## config.mk

```make
export PLATFORM = sky130hd
export DESIGN_NAME = spm_monitor
export DESIGN_NICKNAME = d
export VERILOG_FILES = /design/src/hdl/spm_pkg.sv /design/src/hdl/spm_monitor.sv /design/src/hdl/spm_sec_timer.sv /design/src/hdl/spm_event_ctr.sv
export SDC_FILE = /design/constraint.sdc
export NUM_CORES = 2
export LEC_CHECK = 0
export BUFFER_PORTS_ARGS = -buffer_cell sky130_fd_sc_hd__buf_2
export CAP_MARGIN = 25
export CORE_MARGIN = 2
export CORE_UTILIZATION = 60
export CTS_BUF_LIST = sky130_fd_sc_hd__clkbuf_8
export CTS_CLUSTER_SIZE = 28
export DETAILED_ROUTE_END_ITERATION = 10
export PLACE_DENSITY = 0.85
export SYNTH_ARGS = -nofsm -noshare
export SYNTH_HDL_FRONTEND = slang
export SYNTH_SLANG_ARGS = --single-unit
```

## constraint.sdc

```tcl
create_clock -name i_ref_clk -period 19.9 [get_ports i_ref_clk]
set_input_delay 3.98 -clock i_ref_clk [delete_from_list [all_inputs] [get_ports i_ref_clk]]
set_output_delay 3.98 -clock i_ref_clk [all_outputs]
set_load 0.05 [all_outputs]
```

## src/hdl/spm_pkg.sv

```systemverilog
// Shared constants for the path performance monitor.
// Assumes a single 250 MHz card clock and framer event inputs on that clock.
package spm_pkg;
	// ****************************************************************
	// Timing
	// ****************************************************************
	localparam int CLK_FREQ_KHZ = 250000;
	localparam int ONE_SEC_MS = 1000;
	localparam int SEC_CYCLES_DFLT = ONE_SEC_MS * CLK_FREQ_KHZ;

	// ****************************************************************
	// Pointer and error limits
	// ****************************************************************
	localparam int PTR_W = 10;
	localparam logic [PTR_W-1:0] PTR_MIN = 10'h000;
	localparam logic [PTR_W-1:0] PTR_MAX = 10'h30e;
	localparam int B3_W = 4;
	localparam logic [B3_W-1:0] B3_MAX_PER_FRAME = 4'h8;
	localparam int SEC_W = 16;
	localparam logic [SEC_W-1:0] SES_CV_THRESH = 16'h0960;
	localparam int RUN_W = 4;
	localparam logic [RUN_W-1:0] UAS_RUN = 4'ha;
	localparam logic [RUN_W-1:0] RUN_RST = 4'h0;

	// ****************************************************************
	// Counter kinds, one counter of each kind per path
	// ****************************************************************
	localparam int K_CV = 0;
	localparam int K_ES = 1;
	localparam int K_SES = 2;
	localparam int K_UAS = 3;
	localparam int K_FC = 4;
	localparam int K_PPD = 5;
	localparam int K_NPD = 6;
	localparam int K_PPG = 7;
	localparam int K_NPG = 8;
	localparam int K_PJSD = 9;
	localparam int K_PJSG = 10;
	localparam int NK = 11;

	typedef enum logic {SPM_AVAIL, SPM_UNAVAIL} spm_avail_t;
endpackage

```

## src/hdl/spm_monitor.sv

```systemverilog
// Per-path near-end performance monitor for high-order STS / VC-4 paths.
// Assumes framer and pointer processor event inputs are on i_ref_clk.
`timescale 1ns/1ns
module spm_monitor #(
	parameter int NUM_PATHS = 4,
	parameter int CNT_W = 16,
	parameter int SEC_CYCLES = spm_pkg::SEC_CYCLES_DFLT
) (
	input wire logic i_ref_clk,
	input wire logic i_srst,
	input wire logic [NUM_PATHS-1:0] i_monitor_enable,
	input wire logic [NUM_PATHS-1:0] i_ccat_tail,
	input wire logic i_just_mon_enable,
	input wire logic [spm_pkg::SEC_W-1:0] i_tca_cv_thresh,
	input wire logic [NUM_PATHS-1:0] i_frame_pulse,
	input wire logic [spm_pkg::B3_W*NUM_PATHS-1:0] i_b3_err_cnt,
	input wire logic [NUM_PATHS-1:0] i_ais,
	input wire logic [NUM_PATHS-1:0] i_lop,
	input wire logic [NUM_PATHS-1:0] i_lower_defect,
	input wire logic [NUM_PATHS-1:0] i_uneq,
	input wire logic [NUM_PATHS-1:0] i_tim,
	input wire logic [NUM_PATHS-1:0] i_ptr_valid,
	input wire logic [spm_pkg::PTR_W*NUM_PATHS-1:0] i_ptr_value,
	input wire logic [NUM_PATHS-1:0] i_pj_det_pos,
	input wire logic [NUM_PATHS-1:0] i_pj_det_neg,
	input wire logic [NUM_PATHS-1:0] i_spe_slow,
	input wire logic [NUM_PATHS-1:0] i_spe_fast,
	input wire logic [$clog2(NUM_PATHS)-1:0] i_rd_sel,
	output logic o_sec_tick,
	output logic [NUM_PATHS-1:0] o_gen_pos_just,
	output logic [NUM_PATHS-1:0] o_gen_neg_just,
	output logic [NUM_PATHS-1:0] o_ptr_fault,
	output logic [NUM_PATHS-1:0] o_unavailable,
	output logic [NUM_PATHS-1:0] o_threshold_crossing_alert,
	output logic [CNT_W-1:0] o_path_parity_violation_count,
	output logic [CNT_W-1:0] o_path_errored_seconds,
	output logic [CNT_W-1:0] o_path_severe_errored_seconds,
	output logic [CNT_W-1:0] o_path_unavailable_seconds,
	output logic [CNT_W-1:0] o_path_failure_event_count,
	output logic o_just_valid,
	output logic [CNT_W-1:0] o_pos_just_detected_count,
	output logic [CNT_W-1:0] o_neg_just_detected_count,
	output logic [CNT_W-1:0] o_pos_just_generated_count,
	output logic [CNT_W-1:0] o_neg_just_generated_count,
	output logic [CNT_W:0] o_just_count_difference,
	output logic [CNT_W-1:0] o_detected_just_seconds,
	output logic [CNT_W-1:0] o_generated_just_seconds
);
	import spm_pkg::*;
	// ****************************************************************
	// One-second timebase
	// ****************************************************************
	logic tick;
	spm_sec_timer #(
		.SEC_CYCLES(SEC_CYCLES)
	) u_timer (
		.i_ref_clk(i_ref_clk),
		.i_srst(i_srst),
		.o_sec_tick(tick)
	);
	// ****************************************************************
	// Per-path second state
	// ****************************************************************
	logic [NUM_PATHS-1:0] men;
	logic [SEC_W-1:0] cv_sec_r [NUM_PATHS];
	logic [SEC_W-1:0] cv_sec_nxt [NUM_PATHS];
	logic [NUM_PATHS-1:0] es_flag_r, es_flag_nxt;
	logic [NUM_PATHS-1:0] sev_flag_r, sev_flag_nxt;
	logic [NUM_PATHS-1:0] pjd_flag_r, pjd_flag_nxt;
	logic [NUM_PATHS-1:0] pjg_flag_r, pjg_flag_nxt;
	logic [NUM_PATHS-1:0] fail_r, fail_nxt;
	logic [NUM_PATHS-1:0] gpos_r, gpos_nxt;
	logic [NUM_PATHS-1:0] gneg_r, gneg_nxt;
	logic [NUM_PATHS-1:0] pfault_r, pfault_nxt;
	logic [NUM_PATHS-1:0] tca_r, tca_nxt;
	logic [RUN_W-1:0] run_r [NUM_PATHS];
	logic [RUN_W-1:0] run_nxt [NUM_PATHS];
	spm_avail_t avail_r [NUM_PATHS];
	spm_avail_t avail_nxt [NUM_PATHS];
	logic ev_en [NUM_PATHS][NK];
	logic [B3_W-1:0] ev_amt [NUM_PATHS][NK];
	logic [CNT_W-1:0] cnt [NUM_PATHS][NK];
	// A non-first constituent of a contiguous group can never be enabled
	assign men = i_monitor_enable & ~i_ccat_tail;
	always_comb
	begin
		logic [B3_W-1:0] b3;
		logic [SEC_W:0] cv_sum;
		logic [SEC_W-1:0] cv_tot;
		logic fail_now;
		logic es_q;
		logic ses_q;
		logic pjd_q;
		logic pjg_q;
		logic [RUN_W-1:0] run_inc;
		b3 = '0;
		cv_sum = '0;
		cv_tot = '0;
		fail_now = 1'b0;
		es_q = 1'b0;
		ses_q = 1'b0;
		pjd_q = 1'b0;
		pjg_q = 1'b0;
		run_inc = '0;
		for (int i = 0; i < NUM_PATHS; i++)
		begin
			b3 = i_b3_err_cnt[B3_W*i +: B3_W];
			if (b3 > B3_MAX_PER_FRAME)
				b3 = B3_MAX_PER_FRAME;
			if (!i_frame_pulse[i])
				b3 = '0;
			cv_sum = {1'b0, cv_sec_r[i]} + (SEC_W+1)'(b3);
			cv_tot = cv_sum[SEC_W] ? '1 : cv_sum[SEC_W-1:0];
			fail_now = i_ais[i] | i_lop[i] | i_uneq[i] | i_tim[i];
			// Events in the tick cycle still belong to the closing second
			es_q = es_flag_r[i] | (b3 != '0) | i_ais[i] | i_lower_defect[i] | i_lop[i];
			ses_q = sev_flag_r[i] | (cv_tot >= SES_CV_THRESH) | i_ais[i] | i_lop[i];
			pjd_q = pjd_flag_r[i] | i_just_mon_enable & (i_pj_det_pos[i] | i_pj_det_neg[i]);
			pjg_q = pjg_flag_r[i] | i_just_mon_enable & (gpos_r[i] | gneg_r[i]);
			run_inc = run_r[i] + RUN_W'(1);
			// Justification generation follows the envelope rate on each frame
			gpos_nxt[i] = i_frame_pulse[i] & i_spe_slow[i];
			gneg_nxt[i] = i_frame_pulse[i] & i_spe_fast[i] & ~i_spe_slow[i];
			pfault_nxt[i] = pfault_r[i];
			if (i_ptr_valid[i])
				pfault_nxt[i] = (i_ptr_value[PTR_W*i +: PTR_W] > PTR_MAX);
			fail_nxt[i] = fail_now & men[i];
			cv_sec_nxt[i] = tick ? '0 : cv_tot;
			es_flag_nxt[i] = tick ? 1'b0 : es_q;
			sev_flag_nxt[i] = tick ? 1'b0 : ses_q;
			pjd_flag_nxt[i] = tick ? 1'b0 : pjd_q;
			pjg_flag_nxt[i] = tick ? 1'b0 : pjg_q;
			run_nxt[i] = run_r[i];
			avail_nxt[i] = avail_r[i];
			tca_nxt[i] = tick & men[i] & (cv_tot >= i_tca_cv_thresh);
			if (tick)
			begin
				case (avail_r[i])
					SPM_AVAIL:
					begin
						run_nxt[i] = ses_q ? run_inc : RUN_RST;
						if (ses_q && run_inc == UAS_RUN)
						begin
							avail_nxt[i] = SPM_UNAVAIL;
							run_nxt[i] = RUN_RST;
						end
					end
					SPM_UNAVAIL:
					begin
						run_nxt[i] = ses_q ? RUN_RST : run_inc;
						if (!ses_q && run_inc == UAS_RUN)
						begin
							avail_nxt[i] = SPM_AVAIL;
							run_nxt[i] = RUN_RST;
						end
					end
					default:
					begin
						avail_nxt[i] = SPM_AVAIL;
						run_nxt[i] = RUN_RST;
					end
				endcase
			end
			// Disabled paths hold no partial second, so enabling starts clean
			if (!men[i])
			begin
				cv_sec_nxt[i] = '0;
				es_flag_nxt[i] = 1'b0;
				sev_flag_nxt[i] = 1'b0;
				pjd_flag_nxt[i] = 1'b0;
				pjg_flag_nxt[i] = 1'b0;
				run_nxt[i] = RUN_RST;
				avail_nxt[i] = SPM_AVAIL;
			end
			for (int k = 0; k < NK; k++)
				ev_amt[i][k] = B3_W'(1);
			ev_amt[i][K_CV] = b3;
			ev_en[i][K_CV] = men[i] & (b3 != '0);
			ev_en[i][K_ES] = men[i] & tick & es_q;
			ev_en[i][K_SES] = men[i] & tick & ses_q;
			ev_en[i][K_UAS] = men[i] & tick & (avail_nxt[i] == SPM_UNAVAIL);
			ev_en[i][K_FC] = men[i] & fail_now & ~fail_r[i];
			ev_en[i][K_PPD] = men[i] & i_just_mon_enable & i_pj_det_pos[i];
			ev_en[i][K_NPD] = men[i] & i_just_mon_enable & i_pj_det_neg[i];
			ev_en[i][K_PPG] = men[i] & i_just_mon_enable & gpos_r[i];
			ev_en[i][K_NPG] = men[i] & i_just_mon_enable & gneg_r[i];
			ev_en[i][K_PJSD] = men[i] & i_just_mon_enable & tick & pjd_q;
			ev_en[i][K_PJSG] = men[i] & i_just_mon_enable & tick & pjg_q;
		end
	end

	always_ff @(posedge i_ref_clk)
	begin
		if (i_srst)
		begin
			es_flag_r <= '0;
			sev_flag_r <= '0;
			pjd_flag_r <= '0;
			pjg_flag_r <= '0;
			fail_r <= '0;
			gpos_r <= '0;
			gneg_r <= '0;
			pfault_r <= '0;
			tca_r <= '0;
			for (int i = 0; i < NUM_PATHS; i++)
			begin
				cv_sec_r[i] <= '0;
				run_r[i] <= RUN_RST;
				avail_r[i] <= SPM_AVAIL;
			end
		end
		else
		begin
			es_flag_r <= es_flag_nxt;
			sev_flag_r <= sev_flag_nxt;
			pjd_flag_r <= pjd_flag_nxt;
			pjg_flag_r <= pjg_flag_nxt;
			fail_r <= fail_nxt;
			gpos_r <= gpos_nxt;
			gneg_r <= gneg_nxt;
			pfault_r <= pfault_nxt;
			tca_r <= tca_nxt;
			for (int i = 0; i < NUM_PATHS; i++)
			begin
				cv_sec_r[i] <= cv_sec_nxt[i];
				run_r[i] <= run_nxt[i];
				avail_r[i] <= avail_nxt[i];
			end
		end
	end

	// ****************************************************************
	// Counters, one of each kind per path
	// ****************************************************************
	for (genvar p = 0; p < NUM_PATHS; p++)
	begin : g_path
		for (genvar k = 0; k < NK; k++)
		begin : g_kind
			spm_event_ctr #(
				.W(CNT_W),
				.AW(B3_W)
			) u_ctr (
				.i_ref_clk(i_ref_clk),
				.i_srst(i_srst),
				.i_en(ev_en[p][k]),
				.i_amount(ev_amt[p][k]),
				.o_count(cnt[p][k])
			);
		end
	end

	// ****************************************************************
	// Read-out of the selected path
	// ****************************************************************
	logic [CNT_W-1:0] rd_nxt [NK];
	logic [CNT_W-1:0] rd_r [NK];
	logic [CNT_W:0] diff_nxt, diff_r;
	logic jv_r;
	always_comb
	begin
		logic signed [CNT_W+1:0] net;
		net = $signed({2'b00, cnt[i_rd_sel][K_PPG]}) - $signed({2'b00, cnt[i_rd_sel][K_NPG]})
			- $signed({2'b00, cnt[i_rd_sel][K_PPD]}) + $signed({2'b00, cnt[i_rd_sel][K_NPD]});
		// Saturated counts can push the magnitude one bit past the counter width
		diff_nxt = net[CNT_W+1] ? (CNT_W+1)'(-net) : net[CNT_W:0];
		for (int k = 0; k < NK; k++)
			rd_nxt[k] = cnt[i_rd_sel][k];
		if (!i_just_mon_enable)
		begin
			for (int k = K_PPD; k < NK; k++)
				rd_nxt[k] = '0;
			diff_nxt = '0;
		end
	end
	always_ff @(posedge i_ref_clk)
	begin
		if (i_srst)
		begin
			for (int k = 0; k < NK; k++)
				rd_r[k] <= '0;
			diff_r <= '0;
			jv_r <= 1'b0;
		end
		else
		begin
			for (int k = 0; k < NK; k++)
				rd_r[k] <= rd_nxt[k];
			diff_r <= diff_nxt;
			jv_r <= i_just_mon_enable;
		end
	end

	always_comb
	begin
		for (int i = 0; i < NUM_PATHS; i++)
			o_unavailable[i] = (avail_r[i] == SPM_UNAVAIL);
	end

	assign o_sec_tick = tick;
	assign o_gen_pos_just = gpos_r;
	assign o_gen_neg_just = gneg_r;
	assign o_ptr_fault = pfault_r;
	assign o_threshold_crossing_alert = tca_r;
	assign o_path_parity_violation_count = rd_r[K_CV];
	assign o_path_errored_seconds = rd_r[K_ES];
	assign o_path_severe_errored_seconds = rd_r[K_SES];
	assign o_path_unavailable_seconds = rd_r[K_UAS];
	assign o_path_failure_event_count = rd_r[K_FC];
	assign o_just_valid = jv_r;
	assign o_pos_just_detected_count = rd_r[K_PPD];
	assign o_neg_just_detected_count = rd_r[K_NPD];
	assign o_pos_just_generated_count = rd_r[K_PPG];
	assign o_neg_just_generated_count = rd_r[K_NPG];
	assign o_just_count_difference = diff_r;
	assign o_detected_just_seconds = rd_r[K_PJSD];
	assign o_generated_just_seconds = rd_r[K_PJSG];
endmodule

```

## src/hdl/spm_sec_timer.sv

```systemverilog
// Free-running one-second timebase.
// Assumes a synchronous active-high reset on the card clock.
`timescale 1ns/1ns
module spm_sec_timer #(
	parameter int SEC_CYCLES = spm_pkg::SEC_CYCLES_DFLT
) (
	input wire logic i_ref_clk,
	input wire logic i_srst,
	output logic o_sec_tick
);
	import spm_pkg::*;
	localparam int TW = $clog2(SEC_CYCLES + 1);
	localparam logic [TW-1:0] LAST = TW'(SEC_CYCLES - 1);

	logic [TW-1:0] cnt_r;
	logic [TW-1:0] cnt_nxt;
	logic tick_r;
	logic tick_nxt;

	always_comb
	begin
		tick_nxt = (cnt_r == LAST);
		cnt_nxt = tick_nxt ? '0 : cnt_r + TW'(1);
	end

	always_ff @(posedge i_ref_clk)
	begin
		if (i_srst)
		begin
			cnt_r <= '0;
			tick_r <= 1'b0;
		end
		else
		begin
			cnt_r <= cnt_nxt;
			tick_r <= tick_nxt;
		end
	end

	assign o_sec_tick = tick_r;
endmodule

```

## src/hdl/spm_event_ctr.sv

```systemverilog
// Saturating event counter that adds a small amount per enabled cycle.
// Assumes the caller gates the enable; it never wraps.
`timescale 1ns/1ns
module spm_event_ctr #(
	parameter int W = 16,
	parameter int AW = 4
) (
	input wire logic i_ref_clk,
	input wire logic i_srst,
	input wire logic i_en,
	input wire logic [AW-1:0] i_amount,
	output logic [W-1:0] o_count
);
	import spm_pkg::*;
	logic [W-1:0] cnt_r;
	logic [W-1:0] cnt_nxt;
	logic [W:0] sum;

	always_comb
	begin
		sum = {1'b0, cnt_r} + (W+1)'(i_amount);
		cnt_nxt = cnt_r;
		if (i_en)
			cnt_nxt = sum[W] ? '1 : sum[W-1:0];
	end

	always_ff @(posedge i_ref_clk)
	begin
		if (i_srst)
			cnt_r <= '0;
		else
			cnt_r <= cnt_nxt;
	end

	assign o_count = cnt_r;
endmodule

```

==> impl_metrics.json <==
{
  "synth_seq_area_share_pct": 39.2,
  "drt-vias-per-instance": 6.22,
  "nFillCells": 6862,
  "post_drt_wl_per_cell_um": 19.6,
  "start_util_pct": 60.5,
  "clkLatencyLatePin_ns": 0.88,
  "port_buffers": 343,
  "cts.clk_slew.worst_paths_ns": 0.06,
  "core-area_mm2": 0.0884,
  "dieWidth_um": 303,
  "post-cts-setup-buffers": 0,
  "path_class": "in2reg",
  "startpoint_type": "primary input",
  "hold_start": "u_timer.cnt_r[0]",
  "cts_sinks": 1047,
  "cp_max_fo": 75,
  "ys_seq_elements": 1047,
  "setup_violations": 0,
  "ant_nets": 0,
  "firstDrtPassIters": 6,
  "finalSetupTns_ns": 0,
  "drive_above_1_share_pct": 13.4,
  "synth-edff-count": 0,
  "grt_pass1_vias": 44700,
  "hold_violations": 0,
  "antenna_found_initial": 7,
  "max_cap_violations": 0,
  "place_congestion": 0.956,
  "holdCritPathClass": "reg2reg",
  "final_cell_mix": "1047 x dfxtp_1, 554 x nor2_1, 503 x a21oi_1",
  "startpoint": "i_rd_sel[0]",
  "drc_errors": 0,
  "final.setup_skew_ns": 0.0563,
  "report.power.total_w": 0.00428,
  "ctsHoldBuffers": 0,
  "synth_flop_cell": "dfxtp_1",
  "grt_pass1_wl_um": 232000,
  "fmax_mhz": 101,
  "synth_area_mm2": 0.0535,
  "grt.overflow.total": 0,
  "synth_fp_nets": 6279,
  "tightest_slew_ns": 1.08,
  "htree_num_levels": 4,
  "slew_headroom_pct": 28.3,
  "rows": 109,
  "grt_setup_unrepaired": "false",
  "crit_path_end_kind": "register",
  "slew_viol_final": 0,
  "status": "completed",
  "die_h_um": 303,
  "clk_path_buf_depth": 3,
  "io_pins": 344,
  "die-area_mm2": 0.0915,
  "synth-async-reset-ratio_pct": 0,
  "dpl_cell_area_mm2": 0.0558,
  "dr_total_vias": 46800,
  "peakVddDrop_mv": 0.0727,
  "cts_tree": "yes",
  "arrival_ns": 10.57,
  "fin_crit_sh_pct": 49.5,
  "r2r-start": "g_path[0].g_kind[7].u_ctr.o_count[0]",
  "layout_commonest_cell": "dfxtp_1",
  "dr.first_iter.drc_count": 4384,
  "wl_um": 147000,
  "hpwlAfterDp_um": 107000,
  "yosysUniqueCellTypes": 94,
  "required_ns": 20.61,
  "yosysWarnings": 0,
  "grt_start_max_net_pins": 223,
  "netlist_instances": 5949,
  "grt_usage_pct": 31.5,
  "syn_avg_cell_area_um2": 8.99,
  "stdcell_area_mm2": 0.0593,
  "p_per_area_mw_per_mm2": 72.2,
  "syn2layout_area_growth_pct": 10.9,
  "post_cts_resized": 0,
  "cts_made_buffers": 170,
  "post-route-min-period_ns": 9.85,
  "root_buffer": "clkbuf_8",
  "layout.nets": 6558,
  "p_leak_nw": 23.3
}
[stage by stage]
step / std cells / hold slack [ns] / utilization (%) / setup WS [ns]
floorplan: 5949 / 0.413 / - / 9.84
global placement: 7216 / 0.426 / 63.2 / 9.30
detailed placement: 7217 / 0.438 / 63.2 / 9.08
CTS: 7514 / 0.448 / 67.0 / 10.00
global route: 7519 / 0.465 / 67.1 / 9.48
finish: 7521 / 0.449 / 67.1 / 10.05
[layout make-up]
class | instances | area [um^2] | share of cell area [%]
clock buffer | 209 | 2880 | 4.85
tap | 1165 | 1460 | 2.46
clock inverter | 88 | 517 | 0.871
sequential | 1047 | 21000 | 35.3
antenna | 3 | 7.51 | 0.0127
multi-input combinational | 4461 | 30800 | 51.9
inverter | 177 | 664 | 1.12
timing repair buffer | 371 | 2040 | 3.44
[critical path: stages]
cell and delay, ns:
buf_8 0.56, buf_4 0.88, mux4_2 0.43, ha_1 0.19, inv_1 0.06, fa_1 0.40
a21o_1 0.19, a21oi_1 0.22, xnor2_1 0.11, fa_1 0.48, inv_1 0.04, ha_1 0.39
a21oi_1 0.34, o221ai_1 0.18, xor2_1 0.19, nor4_1 0.41, nand2_1 0.16, or4b_2 0.74
o41ai_1 0.34, xnor2_1 0.16, nor2_1 0.05
[layer usage]
layer	wire length [um]	share of wire, %	GRT usage (%)	up-vias
met3	13400	9.1	7.02	381
met5	36	0.024	0	-
met2	68600	47	51.4	2047
met4	6880	4.7	15.5	6
li1	-	-	-	22100
met1	58300	40	39.4	22300
[where the power goes]
part	switching [W]	internal [W]	leakage, nW
Sequential	0.0000104	0.00211	8.44
Clock	0.000882	0.000979	1.96
Combinational	0.000197	0.000104	12.9
[sequential cells by signal, indices dropped and copies added, names as in the netlist, 16 cells and up]
name,flops
rd_r,176
run_r,16
cv_sec_r,64
g_path.g_kind.u_ctr.o_count,704
o_just_count_difference,17
u_timer.cnt_r,28
[Yosys cell counts, types with 14 or more instances]
cell,n,share of area [%]
xor2_1,311,5.1
nor3_1,189,1.8
buf_1,40,0.28
inv_1,177,1.2
or2_2,23,0.27
clkbuf_1,200,1.4
buf_2,14,0.13
o211ai_1,19,0.27
a311oi_1,25,0.41
and2_1,124,1.5
and4_1,42,0.69
nor4_1,38,0.44
nand3_1,354,3.3
a31oi_1,68,0.80
mux4_2,176,7.4
a211oi_1,73,1.0
mux2i_1,73,1.4
dfxtp_1,1047,39
nand2_1,396,2.8
a21oi_1,503,4.7
a21o_1,48,0.67
nor2_1,554,3.9
o21a_1,24,0.34
nand2b_1,42,0.49
or3_1,51,0.60
o21ai_0,193,1.8
nand4_1,179,2.1
fa_1,21,0.79
xnor2_1,163,2.7
and3_1,215,2.5
nor3b_1,26,0.36
ha_1,180,4.2
nor2b_1,140,1.6
o31ai_1,24,0.34
[final timing paths]
path,endpoint,slack [ns],cells past startpoint
worst min register to register,u_timer.cnt_r[0],0.45,1
worst min-delay path,u_timer.cnt_r[0],0.45,1
worst max register to register,o_just_count_difference[16],14.11,20
worst max-delay path,o_just_count_difference[16],10.05,21
[cells by family after synthesis]
logic type / after synthesis / synth area share, %
DFF: 1047 / 39.2
buffers and inverters: 441 / 3.22
and+or+nand+nor: 2432 / 23.3
adders and majority gates: 204 / 5.05
AOI/OAI and AO/OA: 1091 / 12.4
xor gates and xnor gates: 474 / 7.76
muxes: 260 / 9.04
(Power assumes the default switching activity.)
